### src/hdl/cmpdec_consts.svh
// Encoding patterns, field positions, reset values and timing for the compare and hint decoder
`ifndef CMPDEC_CONSTS_SVH
`define CMPDEC_CONSTS_SVH
// 16-bit opcode patterns
`define CMN_R16_PAT   10'h10b
`define CMP_R16_PAT   10'h10a
`define CMP_HI16_PAT  8'h45
`define CMP_I16_PAT   5'h05
`define MOV_HI16_PAT  8'h46
`define CPS_PAT       11'h5b3
// 32-bit opcode patterns
`define CMN_R32_PAT   12'heb1
`define CMP_R32_PAT   12'hebb
`define IMM32_PAT     5'h1e
`define CMN_I32_OP    6'h11
`define CMP_I32_OP    6'h1b
`define DBG_HW1       16'hf3af
`define DBG_HW2_HI    2'h2
`define ONES4         4'hf
// Register numbers and field positions
`define REG_PC        4'hf
`define REG_SP        4'hd
`define LOW_REG_LIMIT 4'h8
`define SIGN_BIT      31
`define CPS_EFFECT    4
`define CPS_SEL_PRI   1
`define CPS_SEL_FLT   0
// Adder carry inputs and shift constants
`define CIN_ADD       1'h0
`define CIN_SUB       1'h1
`define NO_SHIFT      6'h00
`define FULL_SHIFT    6'h20
`define RRX_SHIFT     6'h01
// Reset values
`define FLAGS_RST     4'h0
`define PMASK_RST     1'h0
`define FMASK_RST     1'h0
// Results appear one clock after the instruction is presented
`define RESULT_LAT    1
`endif

### src/hdl/cmpdec_pkg.sv
// Types shared by the compare and hint decoder and its operand shifter
package cmpdec_pkg;
	// Shift kinds after immediate-shift decode
	typedef enum logic [2:0] {
		SH_LSL = 3'h0,
		SH_LSR = 3'h1,
		SH_ASR = 3'h2,
		SH_ROR = 3'h3,
		SH_RRX = 3'h4
	} shift_kind_t;
	// Instruction classes handled here
	typedef enum logic [2:0] {
		OP_NONE = 3'h0,
		OP_CMN  = 3'h1,
		OP_CMP  = 3'h2,
		OP_CPS  = 3'h3,
		OP_MOVE = 3'h4,
		OP_DBG  = 3'h5
	} op_kind_t;
	// Whole state of the decoder
	typedef struct packed {
		logic [3:0] nzcv;
		logic       pmask;
		logic       fmask;
		logic       unpred;
		logic       reject;
		logic       dbg_vld;
		logic [3:0] dbg_opt;
		logic       mov_vld;
		logic [3:0] mov_dst;
		logic [3:0] mov_src;
		logic       flag_wr;
	} state_t;
endpackage : cmpdec_pkg

### src/hdl/shift_if.sv
// Connection between the decoder and its operand shifter
`timescale 1ns/10ps
interface shift_if;
	logic [31:0]              value;
	cmpdec_pkg::shift_kind_t  kind;
	logic [5:0]               amount;
	logic                     carry_in;
	logic [31:0]              result;
	logic                     carry_out;
	modport user (output value, kind, amount, carry_in, input result, carry_out);
	modport unit (input value, kind, amount, carry_in, output result, carry_out);
endinterface : shift_if

### src/hdl/cmp_hint_decoder.sv
// Decoder and executor for compares, processor-state change, copy alias and debug hint
// Operation
// - Negative compare adds shifted operand, carry zero
// - Flags from result; result never written
// - Second operand shifted with current carry
// - Short register forms apply no shift
// - Wide register forms decode type and amount
// - Wide register forms: bad first/second registers
// - Stack pointer allowed as first operand
// - Immediate compare adds inverse, carry one
// - Short immediate zero-extended, range 0-255
// - Wide immediate expanded; first PC unpredictable
// - Register compare adds inverse, carry one
// - First short form uses low registers
// - High-register form checks low pair, PC
// - Explicit shift only in wide form
// - State change sets or clears masks
// - State change refused inside conditional block
// - Copy alias decodes as register move
// - Debug hint is no-op with option
// - Debug option forwarded unchanged
`timescale 1ns/10ps
`include "cmpdec_consts.svh"
module cmp_hint_decoder (
	input  wire logic        clock,                 // 50 MHz core clock
	input  wire logic        rst,                   // Synchronous reset, high
	input  wire logic        instr_valid,           // Instruction presented this cycle
	input  wire logic [31:0] instr,                 // Instruction; short form in bits 15:0
	input  wire logic        wide_instr,            // High for a 32-bit encoding
	input  wire logic        cond_pass,             // Condition check passed
	input  wire logic        in_cond_block,         // Inside a conditional block
	input  wire logic [31:0] rn_value,              // Value of first operand register
	input  wire logic [31:0] rm_value,              // Value of second operand register
	output logic      [3:0]  first_operand_reg,     // Read index of first operand
	output logic      [3:0]  second_operand_reg,    // Read index of second operand
	output logic      [3:0]  app_status_flags,      // Flags N Z C V
	output logic             priority_mask_reg,     // Priority mask bit
	output logic             fault_escalation_mask, // Fault mask bit
	output logic             unpredictable,         // Pulse: operands unpredictable
	output logic             cond_block_reject,     // Pulse: state change refused
	output logic             flags_written,         // Pulse: compare updated flags
	output logic             debug_hint_valid,      // Pulse: debug hint executed
	output logic      [3:0]  debug_hint_option,     // Option of last debug hint
	output logic             register_move_valid,   // Pulse: move or copy decoded with condition passed
	output logic      [3:0]  move_dst,              // Move destination register
	output logic      [3:0]  move_src               // Move source register
);
	localparam cmpdec_pkg::state_t STATE_RST = '{
		nzcv: `FLAGS_RST, pmask: `PMASK_RST, fmask: `FMASK_RST,
		unpred: 1'h0, reject: 1'h0, dbg_vld: 1'h0, dbg_opt: 4'h0,
		mov_vld: 1'h0, mov_dst: 4'h0, mov_src: 4'h0, flag_wr: 1'h0};

	cmpdec_pkg::state_t      state_ff;
	cmpdec_pkg::state_t      nxt_state;
	cmpdec_pkg::op_kind_t    op;
	cmpdec_pkg::shift_kind_t skind;
	logic [5:0]              samt;
	logic [15:0]             hw1;
	logic [15:0]             hw2;
	logic [3:0]              rn;
	logic [3:0]              rm;
	logic                    use_imm;
	logic [31:0]             imm;
	logic                    bad;
	logic [32:0]             exp_imm;
	logic [8:0]              shd;
	logic [31:0]             opb;
	logic [31:0]             opb_inv;
	logic                    cin;
	logic [32:0]             sum;
	logic                    ovf;

	shift_if sh ();

	operand_shifter u_shift (
		.sh (sh.unit)
	);

	// ----------------------------------------
	// Decode helpers
	// ----------------------------------------
	// Immediate shift field to kind and amount; zero means 32 for LSR/ASR, RRX for ROR
	function automatic logic [8:0] imm_shift(input logic [1:0] t, input logic [4:0] a);
		logic [5:0] n;
		logic [2:0] k;
		n = {1'h0, a};
		k = cmpdec_pkg::SH_LSL;
		case (t)
			2'h0: k = cmpdec_pkg::SH_LSL;
			2'h1: begin
				k = cmpdec_pkg::SH_LSR;
				if (a == 5'h00) n = `FULL_SHIFT;
			end
			2'h2: begin
				k = cmpdec_pkg::SH_ASR;
				if (a == 5'h00) n = `FULL_SHIFT;
			end
			default: begin
				k = cmpdec_pkg::SH_ROR;
				if (a == 5'h00) begin
					k = cmpdec_pkg::SH_RRX;
					n = `RRX_SHIFT;
				end
			end
		endcase
		return {k, n};
	endfunction : imm_shift

	// Split immediate to 32-bit constant; top bit flags a reserved form
	function automatic logic [32:0] expand(input logic [11:0] f);
		logic [7:0]  b;
		logic [31:0] v;
		logic [63:0] d;
		logic        z;
		b = f[7:0];
		z = 1'h0;
		d = {24'h00_0000, 1'h1, f[6:0], 24'h00_0000, 1'h1, f[6:0]} >> f[11:7];
		v = d[31:0];
		if (f[11:10] == 2'h0) begin
			case (f[9:8])
				2'h0:    v = {24'h00_0000, b};
				2'h1:    v = {8'h00, b, 8'h00, b};
				2'h2:    v = {b, 8'h00, b, 8'h00};
				default: v = {b, b, b, b};
			endcase
			z = (f[9:8] != 2'h0) && (b == 8'h00);
		end
		return {z, v};
	endfunction : expand

	// ----------------------------------------
	// Instruction decode
	// ----------------------------------------
	assign hw1     = instr[31:16];
	assign hw2     = instr[15:0];
	assign exp_imm = expand({hw1[10], hw2[14:12], hw2[7:0]});
	assign shd     = imm_shift(hw2[5:4], {hw2[14:12], hw2[7:6]});

	// Classify the instruction and pull out operands and checks
	always_comb begin
		op      = cmpdec_pkg::OP_NONE;
		rn      = 4'h0;
		rm      = 4'h0;
		skind   = cmpdec_pkg::SH_LSL;
		samt    = `NO_SHIFT;
		use_imm = 1'h0;
		imm     = 32'h0000_0000;
		bad     = 1'h0;
		if (!wide_instr) begin
			if (hw2[15:6] == `CMN_R16_PAT) begin
				op = cmpdec_pkg::OP_CMN;
				rn = {1'h0, hw2[2:0]};
				rm = {1'h0, hw2[5:3]};
			end else if (hw2[15:6] == `CMP_R16_PAT) begin
				op = cmpdec_pkg::OP_CMP;
				rn = {1'h0, hw2[2:0]};
				rm = {1'h0, hw2[5:3]};
			end else if (hw2[15:8] == `CMP_HI16_PAT) begin
				op  = cmpdec_pkg::OP_CMP;
				rn  = {hw2[7], hw2[2:0]};
				rm  = hw2[6:3];
				bad = ((rn < `LOW_REG_LIMIT) && (rm < `LOW_REG_LIMIT)) ||
					(rn == `REG_PC) || (rm == `REG_PC);
			end else if (hw2[15:11] == `CMP_I16_PAT) begin
				op      = cmpdec_pkg::OP_CMP;
				rn      = {1'h0, hw2[10:8]};
				use_imm = 1'h1;
				imm     = {24'h00_0000, hw2[7:0]};
			end else if (hw2[15:8] == `MOV_HI16_PAT) begin
				op = cmpdec_pkg::OP_MOVE;
			end else if (hw2[15:5] == `CPS_PAT) begin
				op = cmpdec_pkg::OP_CPS;
			end
		end else begin
			if (((hw1[15:4] == `CMN_R32_PAT) || (hw1[15:4] == `CMP_R32_PAT)) &&
				(hw2[11:8] == `ONES4)) begin
				op    = (hw1[15:4] == `CMN_R32_PAT) ? cmpdec_pkg::OP_CMN : cmpdec_pkg::OP_CMP;
				rn    = hw1[3:0];
				rm    = hw2[3:0];
				skind = cmpdec_pkg::shift_kind_t'(shd[8:6]);
				samt  = shd[5:0];
				bad   = (rn == `REG_PC) || (rm == `REG_SP) || (rm == `REG_PC);
			end else if ((hw1[15:11] == `IMM32_PAT) && !hw2[15] && (hw2[11:8] == `ONES4) &&
				((hw1[9:4] == `CMN_I32_OP) || (hw1[9:4] == `CMP_I32_OP))) begin
				op      = (hw1[9:4] == `CMN_I32_OP) ? cmpdec_pkg::OP_CMN : cmpdec_pkg::OP_CMP;
				rn      = hw1[3:0];
				use_imm = 1'h1;
				imm     = exp_imm[31:0];
				bad     = (rn == `REG_PC) || exp_imm[32];
			end else if ((hw1 == `DBG_HW1) && (hw2[15:14] == `DBG_HW2_HI) &&
				(hw2[7:4] == `ONES4)) begin
				op = cmpdec_pkg::OP_DBG;
			end
		end
	end

	assign first_operand_reg  = rn;
	assign second_operand_reg = rm;

	// ----------------------------------------
	// Shifter and adder
	// ----------------------------------------
	// Current carry flag feeds the shifter
	assign sh.value    = rm_value;
	assign sh.kind     = skind;
	assign sh.amount   = samt;
	assign sh.carry_in = state_ff.nzcv[1];

	// Subtract is add of the inverse with carry one
	assign opb     = use_imm ? imm : sh.result;
	assign opb_inv = (op == cmpdec_pkg::OP_CMP) ? ~opb : opb;
	assign cin     = (op == cmpdec_pkg::OP_CMP) ? `CIN_SUB : `CIN_ADD;
	assign sum     = {1'h0, rn_value} + {1'h0, opb_inv} + {32'h0000_0000, cin};
	assign ovf     = (rn_value[31] == opb_inv[31]) && (sum[31] != rn_value[31]);

	// ----------------------------------------
	// Next state
	// ----------------------------------------
	// Flags only, no destination write; pulses clear each cycle
	always_comb begin
		nxt_state         = state_ff;
		nxt_state.unpred  = 1'h0;
		nxt_state.reject  = 1'h0;
		nxt_state.dbg_vld = 1'h0;
		nxt_state.mov_vld = 1'h0;
		nxt_state.flag_wr = 1'h0;
		if (instr_valid) begin
			nxt_state.unpred = bad;
			case (op)
				cmpdec_pkg::OP_CMN, cmpdec_pkg::OP_CMP: begin
					if (cond_pass && !bad) begin
						nxt_state.nzcv    = {sum[`SIGN_BIT], (sum[31:0] == 32'h0000_0000),
							sum[32], ovf};
						nxt_state.flag_wr = 1'h1;
					end
				end
				cmpdec_pkg::OP_CPS: begin
					if (in_cond_block) begin
						nxt_state.reject = 1'h1;
					end else begin
						if (hw2[`CPS_SEL_PRI]) nxt_state.pmask = hw2[`CPS_EFFECT];
						if (hw2[`CPS_SEL_FLT]) nxt_state.fmask = hw2[`CPS_EFFECT];
					end
				end
				cmpdec_pkg::OP_MOVE: begin
					if (cond_pass) begin
						nxt_state.mov_vld = 1'h1;
						nxt_state.mov_dst = {hw2[7], hw2[2:0]};
						nxt_state.mov_src = hw2[6:3];
					end
				end
				cmpdec_pkg::OP_DBG: begin
					if (cond_pass) begin
						nxt_state.dbg_vld = 1'h1;
						nxt_state.dbg_opt = hw2[3:0];
					end
				end
				default: nxt_state.unpred = 1'h0;
			endcase
		end
	end

	// State register
	always_ff @(posedge clock) begin
		if (rst) begin
			state_ff <= STATE_RST;
		end else begin
			state_ff <= nxt_state;
		end
	end

	// ----------------------------------------
	// Outputs
	// ----------------------------------------
	assign app_status_flags      = state_ff.nzcv;
	assign priority_mask_reg     = state_ff.pmask;
	assign fault_escalation_mask = state_ff.fmask;
	assign unpredictable         = state_ff.unpred;
	assign cond_block_reject     = state_ff.reject;
	assign flags_written         = state_ff.flag_wr;
	assign debug_hint_valid      = state_ff.dbg_vld;
	assign debug_hint_option     = state_ff.dbg_opt;
	assign register_move_valid   = state_ff.mov_vld;
	assign move_dst              = state_ff.mov_dst;
	assign move_src              = state_ff.mov_src;

	logic        go_cmp;
	logic        reg_form;
	logic [32:0] ref_add;
	logic [31:0] ref_res;

	assign go_cmp   = instr_valid && cond_pass && !bad &&
		((op == cmpdec_pkg::OP_CMN) || (op == cmpdec_pkg::OP_CMP));
	assign reg_form = !use_imm;
	assign ref_add  = {1'h0, rn_value} + {1'h0, sh.result};
	// Plain add or subtract, kept apart from the inverting adder
	assign ref_res  = (op == cmpdec_pkg::OP_CMP) ? (rn_value - opb) : (rn_value + opb);
endmodule : cmp_hint_decoder

### src/hdl/operand_shifter.sv
// Barrel shifter for the second compare operand
`timescale 1ns/10ps
`include "cmpdec_consts.svh"
module operand_shifter (
	shift_if.unit sh // Operand, shift request and result
);
	logic [63:0] wide;

	// ----------------------------------------
	// Shift datapath
	// ----------------------------------------
	// Zero amount passes the value and carry through untouched
	always_comb begin
		wide         = 64'h0000_0000_0000_0000;
		sh.result    = sh.value;
		sh.carry_out = sh.carry_in;
		if (sh.amount != `NO_SHIFT) begin
			case (sh.kind)
				cmpdec_pkg::SH_LSL: begin
					wide         = {32'h0000_0000, sh.value} << sh.amount;
					sh.result    = wide[31:0];
					sh.carry_out = wide[32];
				end
				cmpdec_pkg::SH_LSR: begin
					wide         = {sh.value, 32'h0000_0000} >> sh.amount;
					sh.result    = wide[63:32];
					sh.carry_out = wide[31];
				end
				cmpdec_pkg::SH_ASR: begin
					wide         = 64'($signed({sh.value, 32'h0000_0000}) >>> sh.amount);
					sh.result    = wide[63:32];
					sh.carry_out = wide[31];
				end
				cmpdec_pkg::SH_ROR: begin
					wide         = {sh.value, sh.value} >> sh.amount[4:0];
					sh.result    = wide[31:0];
					sh.carry_out = wide[31];
				end
				default: begin
					sh.result    = {sh.carry_in, sh.value[31:1]};
					sh.carry_out = sh.value[0];
				end
			endcase
		end
	end
endmodule : operand_shifter

### config.mk
export PLATFORM = sky130hd
export DESIGN_NAME = cmp_hint_decoder
export DESIGN_NICKNAME = d
export VERILOG_FILES = /design/src/hdl/cmpdec_pkg.sv /design/src/hdl/shift_if.sv /design/src/hdl/cmp_hint_decoder.sv /design/src/hdl/operand_shifter.sv
export VERILOG_INCLUDE_DIRS = /design/src /design/src/hdl
export SDC_FILE = /design/constraint.sdc
export NUM_CORES = 1
export LEC_CHECK = 0
export BUFFER_PORTS_ARGS = -buffer_cell sky130_fd_sc_hd__buf_2
export CAP_MARGIN = 20
export CORE_UTILIZATION = 30
export CTS_BUF_LIST = sky130_fd_sc_hd__clkbuf_4 sky130_fd_sc_hd__clkbuf_8 sky130_fd_sc_hd__clkbuf_16
export DETAILED_ROUTE_END_ITERATION = 7
export HOLD_SLACK_MARGIN = 0.1
export PLACE_DENSITY_LB_ADDON = 0.2
export SYNTH_ARGS = -nofsm -noshare
export SYNTH_HDL_FRONTEND = slang
export SYNTH_SLANG_ARGS = --single-unit
### constraint.sdc
create_clock -name clock -period 12.55 [get_ports clock]
set_input_delay 0.6275 -clock clock [delete_from_list [all_inputs] [get_ports clock]]
set_output_delay 0.6275 -clock clock [all_outputs]
set_load 0.01 [all_outputs]
==> results.md <==
- Number of I/O pins: 133
- Final hold slack: 453.4 ps
- First-pass GRT wire length: 80.52 mm
- Drt pass-1 iters: 7
- Final hold vios: 0
- Setup repair after global routing missed its margin: no
- Residual DRC: 0
- RR Endpoint: app_status_flags[2]$_SDFFE_PP0P_
- Worst Path Required: 12750 ps
- Synth Instances: 1552
- Peak supply drop: 43.34 uV
- Max-slew headroom: 30.01%
- Syn Nets: 1692
- Final max-slew violation count: 0
- Hold Path Class: flop to flop
- Global Route Usage Sum: 29.63%
- Syn Area/Cell: 6.697 um^2
- Final ANT Viol Nets: 0
- Worst R2R Setup Slack: 10060 ps
- Core Footprint: 33780 um^2
- DRT iter0 DRCs: 1710
- Worst slew pin tran: 1050 ps
- EDFF count, synth: 0
- Critical Path Source Type: input port
- Final period util: 70.03%
- Seq cells post-synth: 23
- Num CTS Buffers: 3
- Routed len/inst: 26.76 um
- Leak pwr: 0.004529 uW
- Power density cells: 42.55 nW/um^2
- Post-synthesis async set-or-reset flop share: 0%
- Clk sinks: 23
- Layout Nets: 1726
- Primary FF master, synth: dfxtp_1
- Final setup fails: 0
- Initial antenna violation count: 1
- Max_cap viols: 0
- Post-CTS setup buffer count: 0
- Critical path type: input port to flop
- Die width: 188.1 um
- Pin count of the biggest net entering global routing: 56
- Dpl cells: 2028
- Port Buffers: 132
- Global route total overflow: 0
- Clock tree root buffer cell: clkbuf_16
- Design area: 11450 um^2
- Worst-path clk slew: 60 ps
- Endpoint class of the critical path: flop
- Number of global-route vias before repair: 12431
- Row count: 67
- Die ar.: 35390 um^2
- CP endpoint: app_status_flags[2]$_SDFFE_PP0P_
- Sequential share of the synthesized area: 4.430%
- Post-CTS Hold Buffers: 0
- FF-to-FF path depth: 9
- Share of layout cells above drive strength 1: 16.21%
- Gpl congestion: 1.051
- Critical path origin: instr[5]
- Antenna cell count: 0
- PostCTS Resize Cnt: 0
- CTS tree: built
- CP max FO: 37
- Slowest Stage Delay on Critical Path: 640 ps
- Hold Path Stages: 2
- Filler cell count: 3724
- Clock Path Buffers: 2
- Die height: 188.1 um
- DP HPWL: 39.55 mm
- Final setup margin: 3761 ps
- Pre-CTS setup slack: 3709 ps
- CTS HTree Levels: 1
- Clock Skew: 1.059 ps
- RR Startpoint: app_status_flags[1]$_SDFFE_PP0P_
- Clk Latency, worst-skew pair: 260 ps
- Initial Util: 30.77%
- Critical-path top delay cell: mux4_2
- Number of distinct library cells after synthesis: 87
- Routed Wire Length: 54.40 mm
- Status: complete, no violations
- Mapped Area: 10390 um^2
- Tmin final: 8789 ps
- Vias/cell: 6.624
- Worst endpoint data arrival time: 8990 ps
- Non-Filler Instances: 2033
- Detailed-route via count: 13466
- Sum Neg Setup Slack: 0 ps
- Max Freq: 113.8 MHz
- Dpl cell area: 11360 um^2
- Yosys warnings: 0
- Layout area overhead: 10.21%
==> area by class of cell <==
cell class	count	area, um^2	area share, %
multi-input combinational	1376	9405	82.11
clock buffer	3	75.07	0.6554
timing repair buffer	158	855.8	7.471
inverter	24	90.09	0.7865
clock inverter	1	7.507	0.06554
sequential	23	460.4	4.020
tap	448	560.5	4.894
==> worst max-delay path: cells and delay by family <==
kind,cells,cell delay [ps]
compound gates,15,4250
xor+xnor,1,170
fa+ha+maj,2,730
buf+inv,3,900
mux,2,960
simple gates,8,1320
==> power breakdown <==
group	total [uW]	switching, uW	internal, uW	leakage, uW
registers	73.6	0.268	73.4	0.000185
logic	343	223	120	0.00431
clock network	70.8	27.5	43.2	0.0000371
total	487	251	237	0.00453
==> cell usage after synthesis (9+ instances only) <==
cell	count	area (um^2)
a211oi_1	16	120.1
a21o_1	30	225.2
a21oi_1	150	750.7
a22oi_1	11	82.58
a31oi_1	17	106.4
and2_1	13	81.33
and3_1	9	56.30
buf_1	12	45.04
clkbuf_1	109	409.1
dfxtp_1	23	460.4
ha_1	37	462.9
inv_1	21	78.83
mux2_2	14	157.7
mux2i_1	87	870.8
mux4_2	50	1126
nand2_1	159	596.8
nand2b_1	16	100.1
nand3_1	48	240.2
nand4_1	20	125.1
nor2_1	206	773.2
nor2b_1	16	100.1
nor3_1	63	315.3
o2111ai_1	12	105.1
o211ai_1	18	135.1
o21a_1	10	75.07
o21ai_0	125	625.6
o221ai_1	15	131.4
o22ai_1	31	193.9
o31ai_1	10	75.07
xnor2_1	39	341.6
==> cell usage in the layout, fill, tap and decap left out, types with 6 or more instances in the layout <==
| master | instances |
|---|---|
| nor3b_1 | 8 |
| or3_1 | 8 |
| nor3_1 | 61 |
| and4_1 | 6 |
| nand2b_1 | 16 |
| and3_1 | 9 |
| nand3_1 | 47 |
| o221ai_1 | 15 |
| a221o_1 | 8 |
| o21ai_0 | 125 |
| mux2i_1 | 87 |
| nand2_1 | 159 |
| o21a_1 | 10 |
| a21o_1 | 30 |
| xnor2_1 | 39 |
| inv_1 | 21 |
| buf_4 | 26 |
| nand4_1 | 20 |
| nor2_1 | 205 |
| dfxtp_1 | 23 |
| nand3b_1 | 6 |
| o31ai_1 | 10 |
| nor2b_1 | 16 |
| o2111ai_1 | 12 |
| a211oi_1 | 15 |
| ha_1 | 37 |
| a31oi_1 | 17 |
| a22o_1 | 6 |
| a21oi_1 | 147 |
| mux2_2 | 14 |
| mux4_2 | 50 |
| o22ai_1 | 31 |
| buf_2 | 132 |
| a22oi_1 | 11 |
| a221oi_1 | 8 |
| o211ai_1 | 18 |
| nor4b_1 | 6 |
| and2_1 | 13 |
==> per-stage QoR <==
stage	power, uW	utilization (%)
2_1_floorplan	291.3	-
6_report	487.4	33.91
3_3_place_gp	405.7	33.64
5_1_grt	514.7	33.91
4_1_cts	478.2	33.88
3_5_place_dp	404.5	33.64
==> how the worst min path moves through the flow <==
stage	start	endpoint	slack, ps
after floorplan	app_status_flags[1]$_SDFFE_PP0P_	app_status_flags[1]$_SDFFE_PP0P_	460
after global placement	move_dst[0]$_SDFFE_PP0P_	move_dst[0]$_SDFFE_PP0P_	440
final	move_dst[0]$_SDFFE_PP0P_	move_dst[0]$_SDFFE_PP0P_	450
after detailed placement	move_dst[0]$_SDFFE_PP0P_	move_dst[0]$_SDFFE_PP0P_	440
after CTS	move_dst[0]$_SDFFE_PP0P_	move_dst[0]$_SDFFE_PP0P_	450
after global routing	move_dst[0]$_SDFFE_PP0P_	move_dst[0]$_SDFFE_PP0P_	470
==> layer usage <==
layer / global-route usage (%) / wire length (um)
met1: 41.11 / 22900
met5: 0 / 0
met2: 44.08 / 22790
met4: 13.26 / 2841
met3: 5.596 / 5870
==> kinds of logic after synthesis <==
family	Yosys count	share of synthesized area (%)
adder cells (fa/ha/maj)	38	4.647
AO/OA/AOI/OAI	530	32.83
XOR/XNOR	41	3.455
multiplexers	151	20.73
flip-flops	23	4.430
AND/OR/NAND/NOR	616	28.27
buffers and inverters	153	5.646
Note: power is estimated with default switching activity, not from simulation.
